$ cat src/rtl/arhpc_pkg.sv
package arhpc_pkg;

	// ----------------------------------------------------------------
	// Register map
	// ----------------------------------------------------------------
	localparam logic [7:0] RANGE_FILTER_CONFIG_ADDR    = 8'h0E;
	localparam logic [7:0] HIGHPASS_CUTOFF_SELECT_ADDR = 8'h0F;
	localparam logic [7:0] RANGE_FILTER_CONFIG_RST     = 8'h00;
	localparam logic [7:0] HIGHPASS_CUTOFF_SELECT_RST  = 8'h00;
	localparam logic [7:0] RANGE_WRITE_MASK            = 8'h13;
	localparam logic [7:0] CUTOFF_WRITE_MASK           = 8'h33;

	// ----------------------------------------------------------------
	// Field positions
	// ----------------------------------------------------------------
	localparam int HP_OUT_BIT      = 4;
	localparam int RANGE_LSB       = 0;
	localparam int TAP_BYPASS_BIT  = 5;
	localparam int TAP_LOWPASS_BIT = 4;
	localparam int CUTOFF_LSB      = 0;

	// ----------------------------------------------------------------
	// Encodings
	// ----------------------------------------------------------------
	typedef enum logic [1:0] {
		ARHPC_RANGE_2G  = 2'h0,
		ARHPC_RANGE_4G  = 2'h1,
		ARHPC_RANGE_8G  = 2'h2,
		ARHPC_RANGE_RSV = 2'h3
	} arhpc_range_t;

	typedef enum logic [1:0] {
		ARHPC_OS_NORMAL  = 2'h0,
		ARHPC_OS_LOWNOIS = 2'h1,
		ARHPC_OS_HIRES   = 2'h2,
		ARHPC_OS_LOWPWR  = 2'h3
	} arhpc_osmode_t;

	// Rate codes 0..7 = 800,400,200,100,50,12.5,6.25,1.56 Hz
	localparam logic [2:0] RATE_50HZ = 3'h4;

	// Cutoff encoded as log2 step below 16 Hz: 0=16 Hz ... 9=0.031 Hz
	localparam logic [3:0] STEP_8HZ  = 4'h1;
	localparam logic [3:0] STEP_2HZ  = 4'h3;
	localparam logic [3:0] STEP_HALF = 4'h5;
	localparam logic [3:0] STEP_QTR  = 4'h6;

endpackage

$ cat src/rtl/arhpc_cfg_if.sv
`timescale 1ns/10ps
interface arhpc_cfg_if;
	logic [2:0] rate;
	logic [1:0] mode;
	logic [1:0] code;
	logic [3:0] step;

	modport requester (output rate, output mode, output code, input step);
	modport mapper (input rate, input mode, input code, output step);
endinterface

$ cat src/rtl/arhpc_cutoff_map.sv
`timescale 1ns/10ps
module arhpc_cutoff_map (
	arhpc_cfg_if.mapper cfg
);

	// ----------------------------------------------------------------
	// Code 00 cutoff per rate and mode
	// ----------------------------------------------------------------
	function automatic logic [3:0] base_step(input logic [2:0] rate, input logic [1:0] mode);
		logic [3:0] r;
		r = {1'b0, rate};
		case (mode)
			arhpc_pkg::ARHPC_OS_HIRES:   base_step = 4'h0;
			arhpc_pkg::ARHPC_OS_LOWPWR:  base_step = (rate > arhpc_pkg::RATE_50HZ) ?
				arhpc_pkg::STEP_QTR : r;
			arhpc_pkg::ARHPC_OS_LOWNOIS: base_step = (rate > arhpc_pkg::RATE_50HZ) ?
				arhpc_pkg::STEP_HALF : ((rate == 3'h0) ? 4'h0 : 4'(r - 4'h1));
			default:                     base_step = (rate > arhpc_pkg::RATE_50HZ) ?
				arhpc_pkg::STEP_2HZ : ((rate == 3'h0) ? 4'h0 : 4'(r - 4'h1));
		endcase
	endfunction

	// Each code step halves the cutoff
	// halving per code
	assign cfg.step = 4'(base_step(cfg.rate, cfg.mode) + {2'h0, cfg.code});

endmodule

$ cat src/rtl/arhpc_top.sv
`timescale 1ns/10ps
// Notes on behaviour
// - High-pass select routes filtered data to the sample output
// - Two-bit range: 2g, 4g, 8g, reserved
// - Reset gives 2g range, unfiltered output
// - Tap path high-pass unless bypass bit set
// - Tap low-pass applied only when enabled
// - Two-bit cutoff code, resets to 00
// - Each cutoff code step halves cutoff
// - High-resolution cutoff independent of rate
// - Code 00 cutoff follows rate and mode
module arhpc_top #(
	parameter int SAMPLE_W = 12
) (
	// Clock and reset
	input  wire logic                sys_clk_i,
	input  wire logic                nrst_i,
	// Register port
	input  wire logic [7:0]          reg_addr_i,
	input  wire logic                reg_wr_i,
	input  wire logic [7:0]          reg_wdata_i,
	input  wire logic                reg_rd_i,
	output logic      [7:0]          reg_rdata_o,
	// Rate and oversampling from other registers
	input  wire logic [2:0]          output_sample_rate_i,
	input  wire logic [1:0]          osmode_i,
	// Sample streams
	input  wire logic                sample_valid_i,
	input  wire logic [SAMPLE_W-1:0] raw_sample_i,
	input  wire logic [SAMPLE_W-1:0] hp_sample_i,
	input  wire logic [SAMPLE_W-1:0] tap_hp_sample_i,
	input  wire logic [SAMPLE_W-1:0] tap_hp_lp_sample_i,
	input  wire logic [SAMPLE_W-1:0] tap_raw_lp_sample_i,
	// Data path results
	output logic                     out_valid_o,
	output logic      [SAMPLE_W-1:0] out_sample_o,
	output logic      [SAMPLE_W-1:0] tap_sample_o,
	output logic      [1:0]          full_scale_range_o,
	output logic                     highpass_output_select_o,
	output logic                     tap_highpass_bypass_o,
	output logic                     tap_lowpass_enable_o,
	output logic      [3:0]          cutoff_step_o
);

	// ----------------------------------------------------------------
	// Registers
	// ----------------------------------------------------------------
	logic [7:0]          range_filter_config_q,    range_filter_config_d;
	logic [7:0]          highpass_cutoff_select_q, highpass_cutoff_select_d;
	logic [7:0]          rdata_q,                  rdata_d;
	logic                valid_q;
	logic [SAMPLE_W-1:0] out_q,                    out_d;
	logic [SAMPLE_W-1:0] tap_q,                    tap_d;
	logic [3:0]          step_q;

	// ----------------------------------------------------------------
	// Decode
	// ----------------------------------------------------------------
	wire logic wr_range  = reg_wr_i && (reg_addr_i == arhpc_pkg::RANGE_FILTER_CONFIG_ADDR);
	wire logic wr_cutoff = reg_wr_i && (reg_addr_i == arhpc_pkg::HIGHPASS_CUTOFF_SELECT_ADDR);
	wire logic rd_range  = reg_rd_i && (reg_addr_i == arhpc_pkg::RANGE_FILTER_CONFIG_ADDR);
	wire logic rd_cutoff = reg_rd_i && (reg_addr_i == arhpc_pkg::HIGHPASS_CUTOFF_SELECT_ADDR);

	assign range_filter_config_d = wr_range ?
		(reg_wdata_i & arhpc_pkg::RANGE_WRITE_MASK) : range_filter_config_q;
	assign highpass_cutoff_select_d = wr_cutoff ?
		(reg_wdata_i & arhpc_pkg::CUTOFF_WRITE_MASK) : highpass_cutoff_select_q;

	assign rdata_d = rd_range  ? range_filter_config_q :
	                 rd_cutoff ? highpass_cutoff_select_q :
	                 reg_rd_i  ? 8'h00 : rdata_q;

	// ----------------------------------------------------------------
	// Fields
	// ----------------------------------------------------------------
	wire logic       hp_sel   = range_filter_config_q[arhpc_pkg::HP_OUT_BIT];
	wire logic [1:0] range_f  = range_filter_config_q[arhpc_pkg::RANGE_LSB +: 2];
	wire logic       tap_byp  = highpass_cutoff_select_q[arhpc_pkg::TAP_BYPASS_BIT];
	wire logic       tap_lpf  = highpass_cutoff_select_q[arhpc_pkg::TAP_LOWPASS_BIT];
	wire logic [1:0] code_f   = highpass_cutoff_select_q[arhpc_pkg::CUTOFF_LSB +: 2];

	assign out_d = sample_valid_i ? (hp_sel ? hp_sample_i : raw_sample_i) : out_q;

	assign tap_d = !sample_valid_i ? tap_q :
	               tap_byp ? (tap_lpf ? tap_raw_lp_sample_i : raw_sample_i) :
	                         (tap_lpf ? tap_hp_lp_sample_i  : tap_hp_sample_i);

	// ----------------------------------------------------------------
	// Cutoff mapping
	// ----------------------------------------------------------------
	arhpc_cfg_if cfg ();
	assign cfg.rate = output_sample_rate_i;
	assign cfg.mode = osmode_i;
	assign cfg.code = code_f;

	arhpc_cutoff_map u_map (
		.cfg (cfg)
	);

	// ----------------------------------------------------------------
	// Flops
	// ----------------------------------------------------------------
	// reset defaults
	always_ff @(posedge sys_clk_i) begin
		if (!nrst_i) begin
			range_filter_config_q    <= arhpc_pkg::RANGE_FILTER_CONFIG_RST;
			highpass_cutoff_select_q <= arhpc_pkg::HIGHPASS_CUTOFF_SELECT_RST;
			rdata_q                  <= 8'h00;
			valid_q                  <= 1'b0;
			out_q                    <= '0;
			tap_q                    <= '0;
			step_q                   <= 4'h0;
		end else begin
			range_filter_config_q    <= range_filter_config_d;
			highpass_cutoff_select_q <= highpass_cutoff_select_d;
			rdata_q                  <= rdata_d;
			valid_q                  <= sample_valid_i;
			out_q                    <= out_d;
			tap_q                    <= tap_d;
			step_q                   <= cfg.step;
		end
	end

	assign reg_rdata_o              = rdata_q;
	assign out_valid_o              = valid_q;
	assign out_sample_o             = out_q;
	assign tap_sample_o             = tap_q;
	assign full_scale_range_o       = range_f;
	assign highpass_output_select_o = hp_sel;
	assign tap_highpass_bypass_o    = tap_byp;
	assign tap_lowpass_enable_o     = tap_lpf;
	assign cutoff_step_o            = step_q;

endmodule

$ cat config.mk
export PLATFORM = sky130hd
export DESIGN_NAME = arhpc_top
export DESIGN_NICKNAME = d
export VERILOG_FILES = /design/src/rtl/arhpc_pkg.sv /design/src/rtl/arhpc_cfg_if.sv /design/src/rtl/arhpc_cutoff_map.sv /design/src/rtl/arhpc_top.sv
export SDC_FILE = /design/constraint.sdc
export NUM_CORES = 1
export LEC_CHECK = 0
export BUFFER_PORTS_ARGS = -buffer_cell sky130_fd_sc_hd__buf_2
export CORE_MARGIN = 2
export CORE_UTILIZATION = 44
export CTS_BUF_LIST = sky130_fd_sc_hd__clkbuf_4
export DETAILED_ROUTE_END_ITERATION = 12
export PLACE_DENSITY_LB_ADDON = 0.25
export RECOVER_POWER = 25
export SLEW_MARGIN = 20
export SYNTH_ARGS = -nofsm -noshare
export SYNTH_HDL_FRONTEND = slang
export SYNTH_SLANG_ARGS = --single-unit
$ cat constraint.sdc
create_clock -name sys_clk_i -period 1.5 [get_ports sys_clk_i]
set_clock_uncertainty 0.05 [all_clocks]
set_input_delay 0.075 -clock sys_clk_i [delete_from_list [all_inputs] [get_ports sys_clk_i]]
set_output_delay 0.075 -clock sys_clk_i [all_outputs]
set_load 0.02 [all_outputs]
### After elaboration in Yosys (flattened, before gate mapping)

Index checks and enable logic that the tools add are counted.

| word-level totals | value |
|---|---|
| logic and storage cells | 33 |
| bits in writable memories | 0 |
| input port bits | 86 |
| latch bits | 0 |
| output and inout port bits | 42 |
| memories | 0 |
| bits in read-only memories | 0 |
| register bits | 44 |

| cells by class | value |
|---|---|
| multipliers | 0 |
| reduce and logical (&&, ||, !) cells | 6 |
| equality and inequality tests | 5 |
| bitwise operators | 0 |
| multiplexer cells | 12 |
| shift operators | 0 |
| add/sub/neg operators | 2 |
| div/mod/pow operators | 0 |
| order comparisons | 1 |

Operators by type and width:

| operator | number |
|---|---|
| $mux W12 | 4 |
| $mux W8 | 3 |
| $eq A8 B4 Y1 const B | 2 |
| $mux W4 | 3 |
| $pmux W4 S3 | 1 |
| $add A4 B2 Y4 | 1 |
| $eq A2 B2 Y1 const B | 2 |
| $logic_and A1 B1 Y1 | 4 |
| $sub A3 B1 Y4 const B | 1 |
| $gt A3 B3 Y1 const B | 1 |
| $logic_not A3 Y1 | 1 |
| $mux W3 | 1 |
| $reduce_bool A3 Y1 | 1 |
| $eq A2 B1 Y1 const B | 1 |

### Logic depth before layout (Yosys ltp)

Gate-level depths: netlist of the first run.

| depth | value |
|---|---|
| depth after elaboration | 5 |
| depth in mapped cells | 7 |
| mapped depth without buffers | 7 |

### Hierarchy

From an unflattened synthesis of the first run, not the netlist that was laid out.

| unflattened totals | value |
|---|---|
| cell total of the unflattened synthesis | 206 |
| area, all modules | 2098.3 µm² |

Modules (own cells, without submodules):

| module | instances | sequential area each (µm²) | cells each | area an instance (µm²) |
|---|---|---|---|---|
| arhpc_top | 1 | 800.8 | 190 | 1956.9 |
| arhpc_cutoff_map | 1 | 0.0 | 16 | 141.4 |

### Worst setup path after synthesis of the first run

OpenSTA, ideal clock, no wires.

| timing | value |
|---|---|
| path kind | register -> register |
| start | reg highpass_cutoff_select_q[4] |
| end | reg tap_q[11], in the netlist tap_sample_o[11] |
| period minus slack after synthesis | 1516 ps |
| stages on the path, launching flop included | 6 |
| buffers on the path | 2 |
| setup slack | -16 ps |
| library setup time | 113 ps |
| data required time | 1337 ps |
| data arrival time | 1353 ps |
| cells stage by stage | dfxtp_1 -> buf_6 -> buf_6 -> mux4_2 -> nand2_1 -> nand2_1 |

| on the way | value |
|---|---|
| longest elaborated chain between the ends | 2 |
| elaborated cells on any way between the ends | 3 |
| classes of those cells | 3 x mux |

RTL lines:

| what | RTL line | source |
|---|---|---|
| from (decl) | arhpc_top.sv:49 | `logic [7:0] highpass_cutoff_select_q, highpass_cutoff_select_d;` |
| from (signal assigned) | arhpc_top.sv:107 | `highpass_cutoff_select_q <= arhpc_pkg::HIGHPASS_CUTOFF_SELECT_RST;` |
| from (signal assigned) | arhpc_top.sv:115 | `highpass_cutoff_select_q <= highpass_cutoff_select_d;` |
| $mux W12, on equally long branches | arhpc_top.sv:86, arhpc_top.sv:85 |  |
| $mux W12 * | arhpc_top.sv:85 | `tap_byp ? (tap_lpf ? tap_raw_lp_sample_i : raw_sample_i) :` |
| to (signal assigned) | arhpc_top.sv:119 | `tap_q <= tap_d;` |
| to (decl) | arhpc_top.sv:53 | `logic [SAMPLE_W-1:0] tap_q, tap_d;` |

Every way passes the cells marked *; elsewhere a longest branch is shown, timed or not.
A chain may end at the register's enable or synchronous reset.

### Worst setup path in the final report of the first run

| timing | value |
|---|---|
| start | reg highpass_cutoff_select_q[0] |
| end | reg step_q[2], in the netlist cutoff_step_o[2] |

| on the way | value |
|---|---|
| longest elaborated chain between the ends | 1 |

RTL lines:

| what | RTL line | source |
|---|---|---|
| $add A4 B2 Y4 | arhpc_cutoff_map.sv:25 | `assign cfg.step = 4'(base_step(cfg.rate, cfg.mode) + {2'h0, cfg.code});` |
| to (signal assigned) | arhpc_top.sv:120 | `step_q <= cfg.step;` |
| to (decl) | arhpc_top.sv:54 | `logic [3:0] step_q;` |

Every way passes these cells.

==> reports/qor.json, run 1 <==
{
  "worst_setup_path": {
    "worst_r2r_endpoint": "cutoff_step_o[2]$_SDFF_PN0_",
    "reg2reg_setup_slack_ns": 0.11,
    "worst-path-max-fanout": 3,
    "crit_type": "flop to flop",
    "worst-endpoint-required_ns": 1.70,
    "critical-path-top-delay-family": "adder cells",
    "critPathCaptureType": "flop",
    "timing.critical_path.from_type": "flop",
    "worst_r2r_path_depth": 4,
    "critical_path_arrival_ns": 1.60,
    "regToRegStartpoint": "highpass_cutoff_select_q[0]$_SDFFE_PN0P_",
    "timing.critical_path.cells": "ha_1 > fa_1 > xnor2_1 > and2_1",
    "cp.depth": 4,
    "critical_path.n_buffers_inverters": 0,
    "slowest_stage": "sky130_fd_sc_hd__fa_1",
    "slowest_delay_ns": 0.38
  },
  "worst_hold_path": {
    "min_to": "out_sample_o[4]$_SDFFE_PN0P_",
    "worstHoldPathType": "primary input to flop",
    "min_delay_startpoint": "hp_sample_i[4]",
    "min_path_cells": 4
  },
  "drt": {
    "detailroute.via_count": 1960,
    "antenna_violating_nets_post_route": 0,
    "drc_errors": 0,
    "drt_first_iter_violations": 101,
    "vias_per_cell": 5.065,
    "drt_pre_antenna_iters": 4,
    "post_drt_wl_per_cell_um": 14.54,
    "finalWirelength_um": 5627
  },
  "logic_synthesis": {
    "yosys_most_used_dff": "sky130_fd_sc_hd__dfxtp_1",
    "sequential_share_of_the_synthesized_area_pct": 38.30,
    "syn-instance-count": 204,
    "synth.distinct_cells": 33,
    "postSynthRegisterBits": 40,
    "synth_edf_count": 0,
    "syn_area_per_cell_um2": 10.25,
    "most_numerous_cell_in_the_yosys_netlist": "sky130_fd_sc_hd__nand2_1",
    "synth_top_cells_by_count": "48 x sky130_fd_sc_hd__nand2_1, 40 x sky130_fd_sc_hd__dfxtp_1, 19 x sky130_fd_sc_hd__mux2i_1",
    "post_synth_instance_area_mm2": 0.002091,
    "synth_async_sr_flop_share_pct": 0,
    "yosysTopAreaCellShare_pct": 38.30,
    "yosys.area.top_type": "sky130_fd_sc_hd__dfxtp_1",
    "netlist_top_cells_area": "sky130_fd_sc_hd__dfxtp_1 38%, sky130_fd_sc_hd__mux4_2 13%, sky130_fd_sc_hd__mux2i_1 9.1%",
    "synth_warnings": 0
  },
  "cells_and_area": {
    "final_nets": 421,
    "num_antenna_cells": 0,
    "area_growth_pct": 37.70,
    "multiInputGateArea_mm2": 0.001159,
    "layout_cells_sized_above_1_pct": 41.74,
    "area.sequential_um2": 802.0,
    "finalInstanceArea_mm2": 0.002879,
    "layout.filler_cells": 422
  },
  "power_and_ir_drop": {
    "powerDensity_mw_per_mm2": 732.1,
    "p_leak_nw": 1.450,
    "vdd.ir_drop.worst_mv": 0.4575,
    "totalPowerFinal_mw": 2.108
  },
  "timing": {
    "timing.final.setup_violations": 0,
    "hold_viol_final": 0,
    "post-route-period-util_pct": 92.72,
    "period_needed_ns": 1.391,
    "max_clock_freq_mhz": 719.0,
    "rsz_0062_raised_after_global_routing": "false",
    "relSlewSlack_pct": 54.11,
    "tightestPinTransition_ns": 0.6880,
    "drv_slew": 0
  },
  "job": {
    "cap_viol_max_count": 0
  },
  "run_status": {
    "run_status": "finished clean"
  },
  "placed_design": {
    "placement.cell_area_mm2": 0.002726,
    "dpl.hpwl_um": 4232,
    "routabilityCongestion": 0.7940,
    "buffer_ports.inserted": 119
  },
  "grt": {
    "overflow": 0,
    "gr-usage-all-layers_pct": 21.89,
    "via_count_of_the_first_global_routing_pass": 1778,
    "wire_length_of_the_first_global_routing_pass_um": 8859,
    "grt_antenna_before_repair": 0,
    "maximum_number_of_pins_on_one_net_before_global_route_repair": 29
  },
  "clock_network": {
    "clock_insertion_delay_worst_skew_ns": 0.34,
    "clkTransAtPathRegs_ns": 0.11,
    "tritoncts_buffers": 5,
    "root_buffer_selected_by_cts": "sky130_fd_sc_hd__clkbuf_4",
    "tritoncts_num_sinks": 40,
    "clock_tree_buffer_depth": 2,
    "tritoncts_clock_tree": "built",
    "h-tree-depth": 2
  },
  "floorplanning": {
    "die_height_um": 72.93,
    "fp.dieArea_mm2": 0.005319,
    "core-area_mm2": 0.004661,
    "fp-row-count": 25,
    "chipWidth_um": 72.93,
    "start_util_pct": 44.86,
    "boundaryPins": 128
  }
}
-- report_power, final --
group | switching (mW) | internal (mW) | leakage [nW]
combinational | 0.218 | 0.209 | 1.09
clock | 0.336 | 0.217 | 0.0338
sequential | 0.0198 | 1.11 | 0.329
total | 0.573 | 1.53 | 1.45
-- worst min-delay path, stage by stage --
cell and delay, ns:
sky130_fd_sc_hd__buf_2 0.08, sky130_fd_sc_hd__mux2i_1 0.06, sky130_fd_sc_hd__nand2_1 0.06, sky130_fd_sc_hd__o211a_1 0.12
-- metrics by stage --
stage	setup slack (ns)	utilization, %	hold WS, ns	TNS, ns	std cells
finish	0.1092	61.77	0.02460	0	387
global route	0.04632	61.77	0.01633	0	387
CTS	0.1157	62.50	0.0007375	0	387
detailed placement	-0.04199	58.50	0.2911	-0.04199	366
global placement	0.01216	58.50	0.2826	0	366
floorplan	0.06561	-	0.1638	0	207
-- worst max path at each step --
| stage | start | end | slack (ns) |
|---|---|---|---|
| 2_1_floorplan | highpass_cutoff_select_q[4]$_SDFFE_PN0P_ | tap_sample_o[11]$_SDFFE_PN0P_ | 0.07 |
| 3_3_place_gp | output_sample_rate_i[0] | cutoff_step_o[2]$_SDFF_PN0_ | 0.01 |
| 3_5_place_dp | output_sample_rate_i[0] | cutoff_step_o[2]$_SDFF_PN0_ | -0.04 |
| 4_1_cts | highpass_cutoff_select_q[0]$_SDFFE_PN0P_ | cutoff_step_o[2]$_SDFF_PN0_ | 0.12 |
| 5_1_grt | highpass_cutoff_select_q[0]$_SDFFE_PN0P_ | cutoff_step_o[2]$_SDFF_PN0_ | 0.05 |
| 6_report | highpass_cutoff_select_q[0]$_SDFFE_PN0P_ | cutoff_step_o[2]$_SDFF_PN0_ | 0.11 |
-- state kept, by name, summed over array words and instances, names as in the netlist --
| signal | cells |
|---|---|
| tap_sample_o | 12 |
| reg_rdata_o | 4 |
| out_valid_o | 1 |
| highpass_cutoff_select_q | 4 |
| out_sample_o | 12 |
| cutoff_step_o | 4 |
| range_filter_config_q | 3 |
-- cell type report --
cell class / instances / area share [%]
multi-input cells: 145 / 40.24
flip-flops and latches: 40 / 27.86
repair buffers: 139 / 27.47
well taps: 54 / 2.347
clock buffers: 7 / 1.825
clock inverters: 1 / 0.1304
inverters: 1 / 0.1304
-- repair_timing --
action / in CTS / in global routing
hold endpoints to repair: 18 / 0
resized for setup: 0 / 0
buffers inserted: 0 / 0
hold buffers: 13 / 0
-- layer usage --
| metal | vias to the layer above | global-route usage (%) | wire, um |
|---|---|---|---|
| met5 | - | 0 | 0 |
| met4 | 0 | 8.642 | 48 |
| met3 | 4 | 3.591 | 246 |
| met2 | 62 | 34.14 | 2778 |
| met1 | 916 | 30.41 | 2553 |
| li1 | 978 | - | - |
-- cells in the final DEF (no fill, tap or decap) --
| master | netlist | routed |
|---|---|---|
| sky130_fd_sc_hd__buf_2 | 4 | 109 |
| sky130_fd_sc_hd__nand2_1 | 48 | 48 |
| sky130_fd_sc_hd__dfxtp_1 | 40 | 39 |
| sky130_fd_sc_hd__mux2i_1 | 19 | 19 |
| sky130_fd_sc_hd__dlygate4sd3_1 | 0 | 13 |
| sky130_fd_sc_hd__o211a_1 | 12 | 12 |
| sky130_fd_sc_hd__mux4_2 | 12 | 12 |
| sky130_fd_sc_hd__nand3b_1 | 12 | 12 |
| sky130_fd_sc_hd__clkbuf_1 | 9 | 10 |
| sky130_fd_sc_hd__clkbuf_4 | 0 | 7 |
| sky130_fd_sc_hd__nand2b_1 | 5 | 5 |
| sky130_fd_sc_hd__buf_4 | 5 | 5 |
| sky130_fd_sc_hd__nand4_1 | 3 | 4 |
| sky130_fd_sc_hd__a21boi_0 | 4 | 4 |
| sky130_fd_sc_hd__conb_1 | 1 | 4 |
| sky130_fd_sc_hd__mux2_2 | 3 | 3 |
| sky130_fd_sc_hd__and2_1 | 4 | 3 |
| sky130_fd_sc_hd__o22ai_1 | 2 | 2 |
| sky130_fd_sc_hd__a21oi_1 | 2 | 2 |
| sky130_fd_sc_hd__and3_1 | 2 | 2 |
| sky130_fd_sc_hd__ha_1 | 2 | 2 |
| sky130_fd_sc_hd__buf_12 | 0 | 2 |
| sky130_fd_sc_hd__inv_1 | 1 | 1 |
| sky130_fd_sc_hd__o21a_1 | 1 | 1 |
| sky130_fd_sc_hd__o21ai_0 | 1 | 1 |
| sky130_fd_sc_hd__a22o_1 | 1 | 1 |
| sky130_fd_sc_hd__nor4_1 | 0 | 1 |
| sky130_fd_sc_hd__nand3_1 | 1 | 1 |
| sky130_fd_sc_hd__and4b_1 | 1 | 1 |
| sky130_fd_sc_hd__and2_0 | 0 | 1 |
| sky130_fd_sc_hd__o311ai_1 | 1 | 1 |
| sky130_fd_sc_hd__nor3b_1 | 1 | 1 |
| sky130_fd_sc_hd__xnor2_1 | 1 | 1 |
| sky130_fd_sc_hd__fa_1 | 1 | 1 |
| sky130_fd_sc_hd__clkinv_1 | 0 | 1 |
| sky130_fd_sc_hd__dfxtp_2 | 0 | 1 |
-- cells by family after synthesis --
family	count (synthesis)	synth area share, %
simple gates	79	19.81
flops	40	38.30
mux	34	23.64
compound gates	24	9.695
buf+inv	22	5.805
fa+ha+maj	3	2.154
other cells	1	0.1794
xor+xnor	1	0.4190
Power figures use the tool's default switching activity.
==> run 2: changes to the inputs <==
--- a/config.mk
+++ b/config.mk
@@ -6,8 +6,10 @@
 export NUM_CORES = 1
 export LEC_CHECK = 0
 export BUFFER_PORTS_ARGS = -buffer_cell sky130_fd_sc_hd__buf_2
+export CELL_PAD_IN_SITES_DETAIL_PLACEMENT = 0
+export CELL_PAD_IN_SITES_GLOBAL_PLACEMENT = 2
 export CORE_MARGIN = 2
-export CORE_UTILIZATION = 44
+export CORE_UTILIZATION = 25
 export CTS_BUF_LIST = sky130_fd_sc_hd__clkbuf_4
 export DETAILED_ROUTE_END_ITERATION = 12
 export PLACE_DENSITY_LB_ADDON = 0.25
==> run 2 against run 1 <==
Compared with the run above:
- fmax decreased by 0.59%
- wire length increased by 9.0%
- hold slack got worse by 0.0062 ns
- largest power group unchanged
- final area increased by 1.0%
- critical path depth unchanged
- clock power increased by 3%
- sequential power about the same
- worst setup slack got worse by 0.0083 ns
- via count decreased by 1.3%
- global-route usage decreased by 8.5 points
- flip-flop and latch count unchanged
==> reports/qor.json, run 2 (synthesis gave the netlist of run 1 again) <==
{
  "floorplanning": {
    "core-area": {"value": 0.008175, "unit": "mm2", "change": "+75%"},
    "boundaryPins": {"value": 128, "change": "unchanged"},
    "fp.dieArea": {"value": 0.009111, "unit": "mm2", "change": "+71%"},
    "start_util": {"value": 25.57, "unit": "%", "change": "-19 points"},
    "chipWidth": {"value": 95.45, "unit": "um", "change": "+31%"},
    "die_height": {"value": 95.45, "unit": "um", "change": "+31%"},
    "fp-row-count": {"value": 33, "change": "+32%"}
  },
  "worst_setup_path": {
    "worst_r2r_path_depth": {"value": 4, "change": "unchanged"},
    "worst-path-max-fanout": {"value": 3, "change": "unchanged"},
    "critical_path_arrival": {"value": 1.60, "unit": "ns", "change": "about the same"},
    "reg2reg_setup_slack": {"value": 0.10, "unit": "ns", "change": "about the same"},
    "worst_r2r_endpoint": "cutoff_step_o[2]$_SDFF_PN0_",
    "timing.critical_path.from_type": "flop",
    "critPathCaptureType": "flop",
    "regToRegStartpoint": "highpass_cutoff_select_q[0]$_SDFFE_PN0P_",
    "worst-endpoint-required": {"value": 1.70, "unit": "ns", "change": "about the same"},
    "crit_type": "flop to flop"
  },
  "run_status": {
    "run_status": "finished clean"
  },
  "job": {
    "cap_viol_max_count": {"value": 0, "change": "unchanged"}
  },
  "drt": {
    "dr_wl_met2": {"value": 3051, "unit": "um", "change": "+9.8%"},
    "drt_first_iter_violations": {"value": 66, "change": "-35%"},
    "routed-wl-met3": {"value": 338, "unit": "um", "change": "+37%"},
    "drt-met1-wl": {"value": 2667, "unit": "um", "change": "+4.5%"},
    "route.top_layer_used": "met4",
    "post_drt_wl_per_cell": {"value": 14.13, "unit": "um", "change": "-2.8%"},
    "drc_errors": {"value": 0, "change": "unchanged"},
    "drt_pre_antenna_iters": {"value": 4, "change": "unchanged"},
    "finalWirelength": {"value": 6133, "unit": "um", "change": "+9.0%"},
    "vias_per_cell": {"value": 4.459, "change": "-12%"},
    "detailroute.via_count": {"value": 1935, "change": "-1.3%"},
    "antenna_violating_nets_post_route": {"value": 0, "change": "unchanged"}
  },
  "timing": {
    "drv_slew": {"value": 0, "change": "unchanged"},
    "post-route-period-util": {"value": 93.27, "unit": "%", "change": "+0.55 points"},
    "period_needed": {"value": 1.399, "unit": "ns", "change": "+0.008261 ns"},
    "rsz_0062_raised_after_global_routing": "false",
    "final_setup_slack_of_the_worst_path": {"value": 0.1010, "unit": "ns", "change": "-0.008261 ns"},
    "relSlewSlack": {"value": 52.05, "unit": "%", "change": "-2.1 points"},
    "hold_viol_final": {"value": 0, "change": "unchanged"},
    "max_clock_freq": {"value": 714.8, "unit": "MHz", "change": "-0.59%"},
    "timing.final.setup_violations": {"value": 0, "change": "unchanged"},
    "hold-worst-slack": {"value": 0.01842, "unit": "ns", "change": "-0.006180 ns"},
    "tightestPinTransition": {"value": 0.7188, "unit": "ns", "change": "+0.03082 ns"}
  },
  "worst_hold_path": {
    "worstHoldPathType": "primary input to flop",
    "min_delay_startpoint": "hp_sample_i[0]",
    "min_path_cells": {"value": 4, "change": "unchanged"},
    "min_to": "out_sample_o[0]$_SDFFE_PN0P_"
  },
  "clock_network": {
    "tritoncts_clock_tree": "built",
    "h-tree-depth": {"value": 2, "change": "unchanged"},
    "tritoncts_buffers": {"value": 5, "change": "unchanged"},
    "clkTransAtPathRegs": {"value": 0.12, "unit": "ns", "change": "about the same"},
    "clock_insertion_delay_worst_skew": {"value": 0.34, "unit": "ns", "change": "about the same"},
    "cts_resized": {"value": 0, "change": "unchanged"},
    "clock_tree_buffer_depth": {"value": 2, "change": "unchanged"},
    "tritoncts_num_sinks": {"value": 40, "change": "unchanged"},
    "root_buffer_selected_by_cts": "sky130_fd_sc_hd__clkbuf_4",
    "cts_hold_buf": {"value": 6, "change": "-7"},
    "post-cts-setup-buffers": {"value": 0, "change": "unchanged"}
  },
  "placed_design": {
    "routabilityCongestion": {"value": 0.6727, "change": "-15%"},
    "place_worst_setup_slack": {"value": -0.08055, "unit": "ns", "change": "-0.03856 ns"},
    "buffer_ports.inserted": {"value": 119, "change": "unchanged"},
    "dpl.hpwl": {"value": 4822, "unit": "um", "change": "+14%"},
    "number_of_placed_instances_with_taps_included": {"value": 420, "change": "+15%"},
    "placement.cell_area": {"value": 0.002825, "unit": "mm2", "change": "+3.6%"}
  },
  "power_and_ir_drop": {
    "p_seq_share": {"value": 53.6, "unit": "%", "change": "about the same"},
    "internal_power": {"value": 1.523, "unit": "mW", "change": "-0.72%"},
    "totalPowerFinal": {"value": 2.108, "unit": "mW", "change": "about the same"},
    "clock_power_share": {"value": 26.9, "unit": "%", "change": "+0.7 points"},
    "vdd.ir_drop.worst": {"value": 0.2551, "unit": "mV", "change": "-44%"},
    "share_comb_of_total_power": {"value": 19.5, "unit": "%", "change": "-0.7 points"},
    "p_sw": {"value": 584.7, "unit": "uW", "change": "+2.0%"},
    "p_leak": {"value": 1.443, "unit": "nW", "change": "-0.47%"},
    "netSwitchingFraction": {"value": 27.74, "unit": "%", "change": "+0.54 points"},
    "powerDensity": {"value": 724.7, "unit": "mW/mm2", "change": "-1.0%"}
  },
  "grt": {
    "grt_antenna_before_repair": {"value": 0, "change": "unchanged"},
    "overflow": {"value": 0, "change": "unchanged"},
    "gr-usage-all-layers": {"value": 13.35, "unit": "%", "change": "-8.5 points"},
    "wire_length_of_the_first_global_routing_pass": {"value": 9280, "unit": "um", "change": "+4.8%"},
    "via_count_of_the_first_global_routing_pass": {"value": 1841, "change": "+3.5%"},
    "maximum_number_of_pins_on_one_net_before_global_route_repair": {"value": 29, "change": "unchanged"}
  },
  "cells_and_area": {
    "area_growth_pct": 39.14,
    "layout_cells_sized_above_1": {"value": 43.47, "unit": "%", "change": "+1.7 points"},
    "layout_common_cells": "110 x sky130_fd_sc_hd__buf_2, 48 x sky130_fd_sc_hd__nand2_1, 39 x sky130_fd_sc_hd__dfxtp_1, 19 x sky130_fd_sc_hd__mux2i_1",
    "final_nets": {"value": 417, "change": "-0.95%"},
    "stdcell_count": {"value": 434, "change": "+12%"},
    "layout.cells.most_common": "sky130_fd_sc_hd__buf_2",
    "finalInstanceArea": {"value": 0.002909, "unit": "mm2", "change": "+1.0%"},
    "num_antenna_cells": {"value": 0, "change": "unchanged"}
  }
}
-- run 2: final cells by class --
| class | instances | area, um2 |
|---|---|---|
| fillers | 876 | 5266 |
| inverters | 1 | 3.754 |
| clock buffers | 7 | 52.55 |
| repair buffers | 135 | 757.0 |
| well taps | 105 | 131.4 |
| flip-flops and latches | 40 | 802.0 |
| clock inverters | 1 | 3.754 |
| multi-input cells | 145 | 1159 |
-- run 2: how the worst max path moves through the flow --
stage / startpoint / end / slack (ns) / cells after the start
6_report: highpass_cutoff_select_q[0]$_SDFFE_PN0P_ / cutoff_step_o[2]$_SDFF_PN0_ / 0.10 / 4
5_1_grt: highpass_cutoff_select_q[4]$_SDFFE_PN0P_ / tap_sample_o[0]$_SDFFE_PN0P_ / 0.04 / 4
4_1_cts: highpass_cutoff_select_q[0]$_SDFFE_PN0P_ / cutoff_step_o[2]$_SDFF_PN0_ / 0.1 / 4
3_5_place_dp: output_sample_rate_i[0] / cutoff_step_o[2]$_SDFF_PN0_ / -0.08 / 8
3_3_place_gp: output_sample_rate_i[0] / cutoff_step_o[2]$_SDFF_PN0_ / 0.0008 / 8
2_1_floorplan: highpass_cutoff_select_q[4]$_SDFFE_PN0P_ / tap_sample_o[11]$_SDFFE_PN0P_ / 0.07 / 5
-- run 2: through the flow --
stage | utilization [%] | setup TNS [ns]
2_1_floorplan | - | 0
3_3_place_gp | 34.56 | 0
3_5_place_dp | 34.56 | -0.08055
4_1_cts | 35.98 | 0
5_1_grt | 35.58 | 0
6_report | 35.58 | 0
-- run 2: critical path: stages (launching register included) --
cell and delay, ns:
sky130_fd_sc_hd__dfxtp_1 0.36, sky130_fd_sc_hd__ha_1 0.23, sky130_fd_sc_hd__fa_1 0.38, sky130_fd_sc_hd__xnor2_1 0.13, sky130_fd_sc_hd__and2_1 0.16
-- run 2: power by group through the flow --
stage	logic (mW)	clock network, mW	registers (mW)
after detailed placement	0.413	0	1.15
after global routing	0.458	0.643	1.14
final	0.412	0.567	1.13
after CTS	0.427	0.605	1.13
after global placement	0.407	0	1.15
after floorplan	0.158	0	1.21
-- run 2: metal layers --
layer  track usage [%]  vias up
met3             3.162        5
met1             17.13      910
met2             22.30       52
met5                 0        -
met4             3.929        0
li1                  -      968
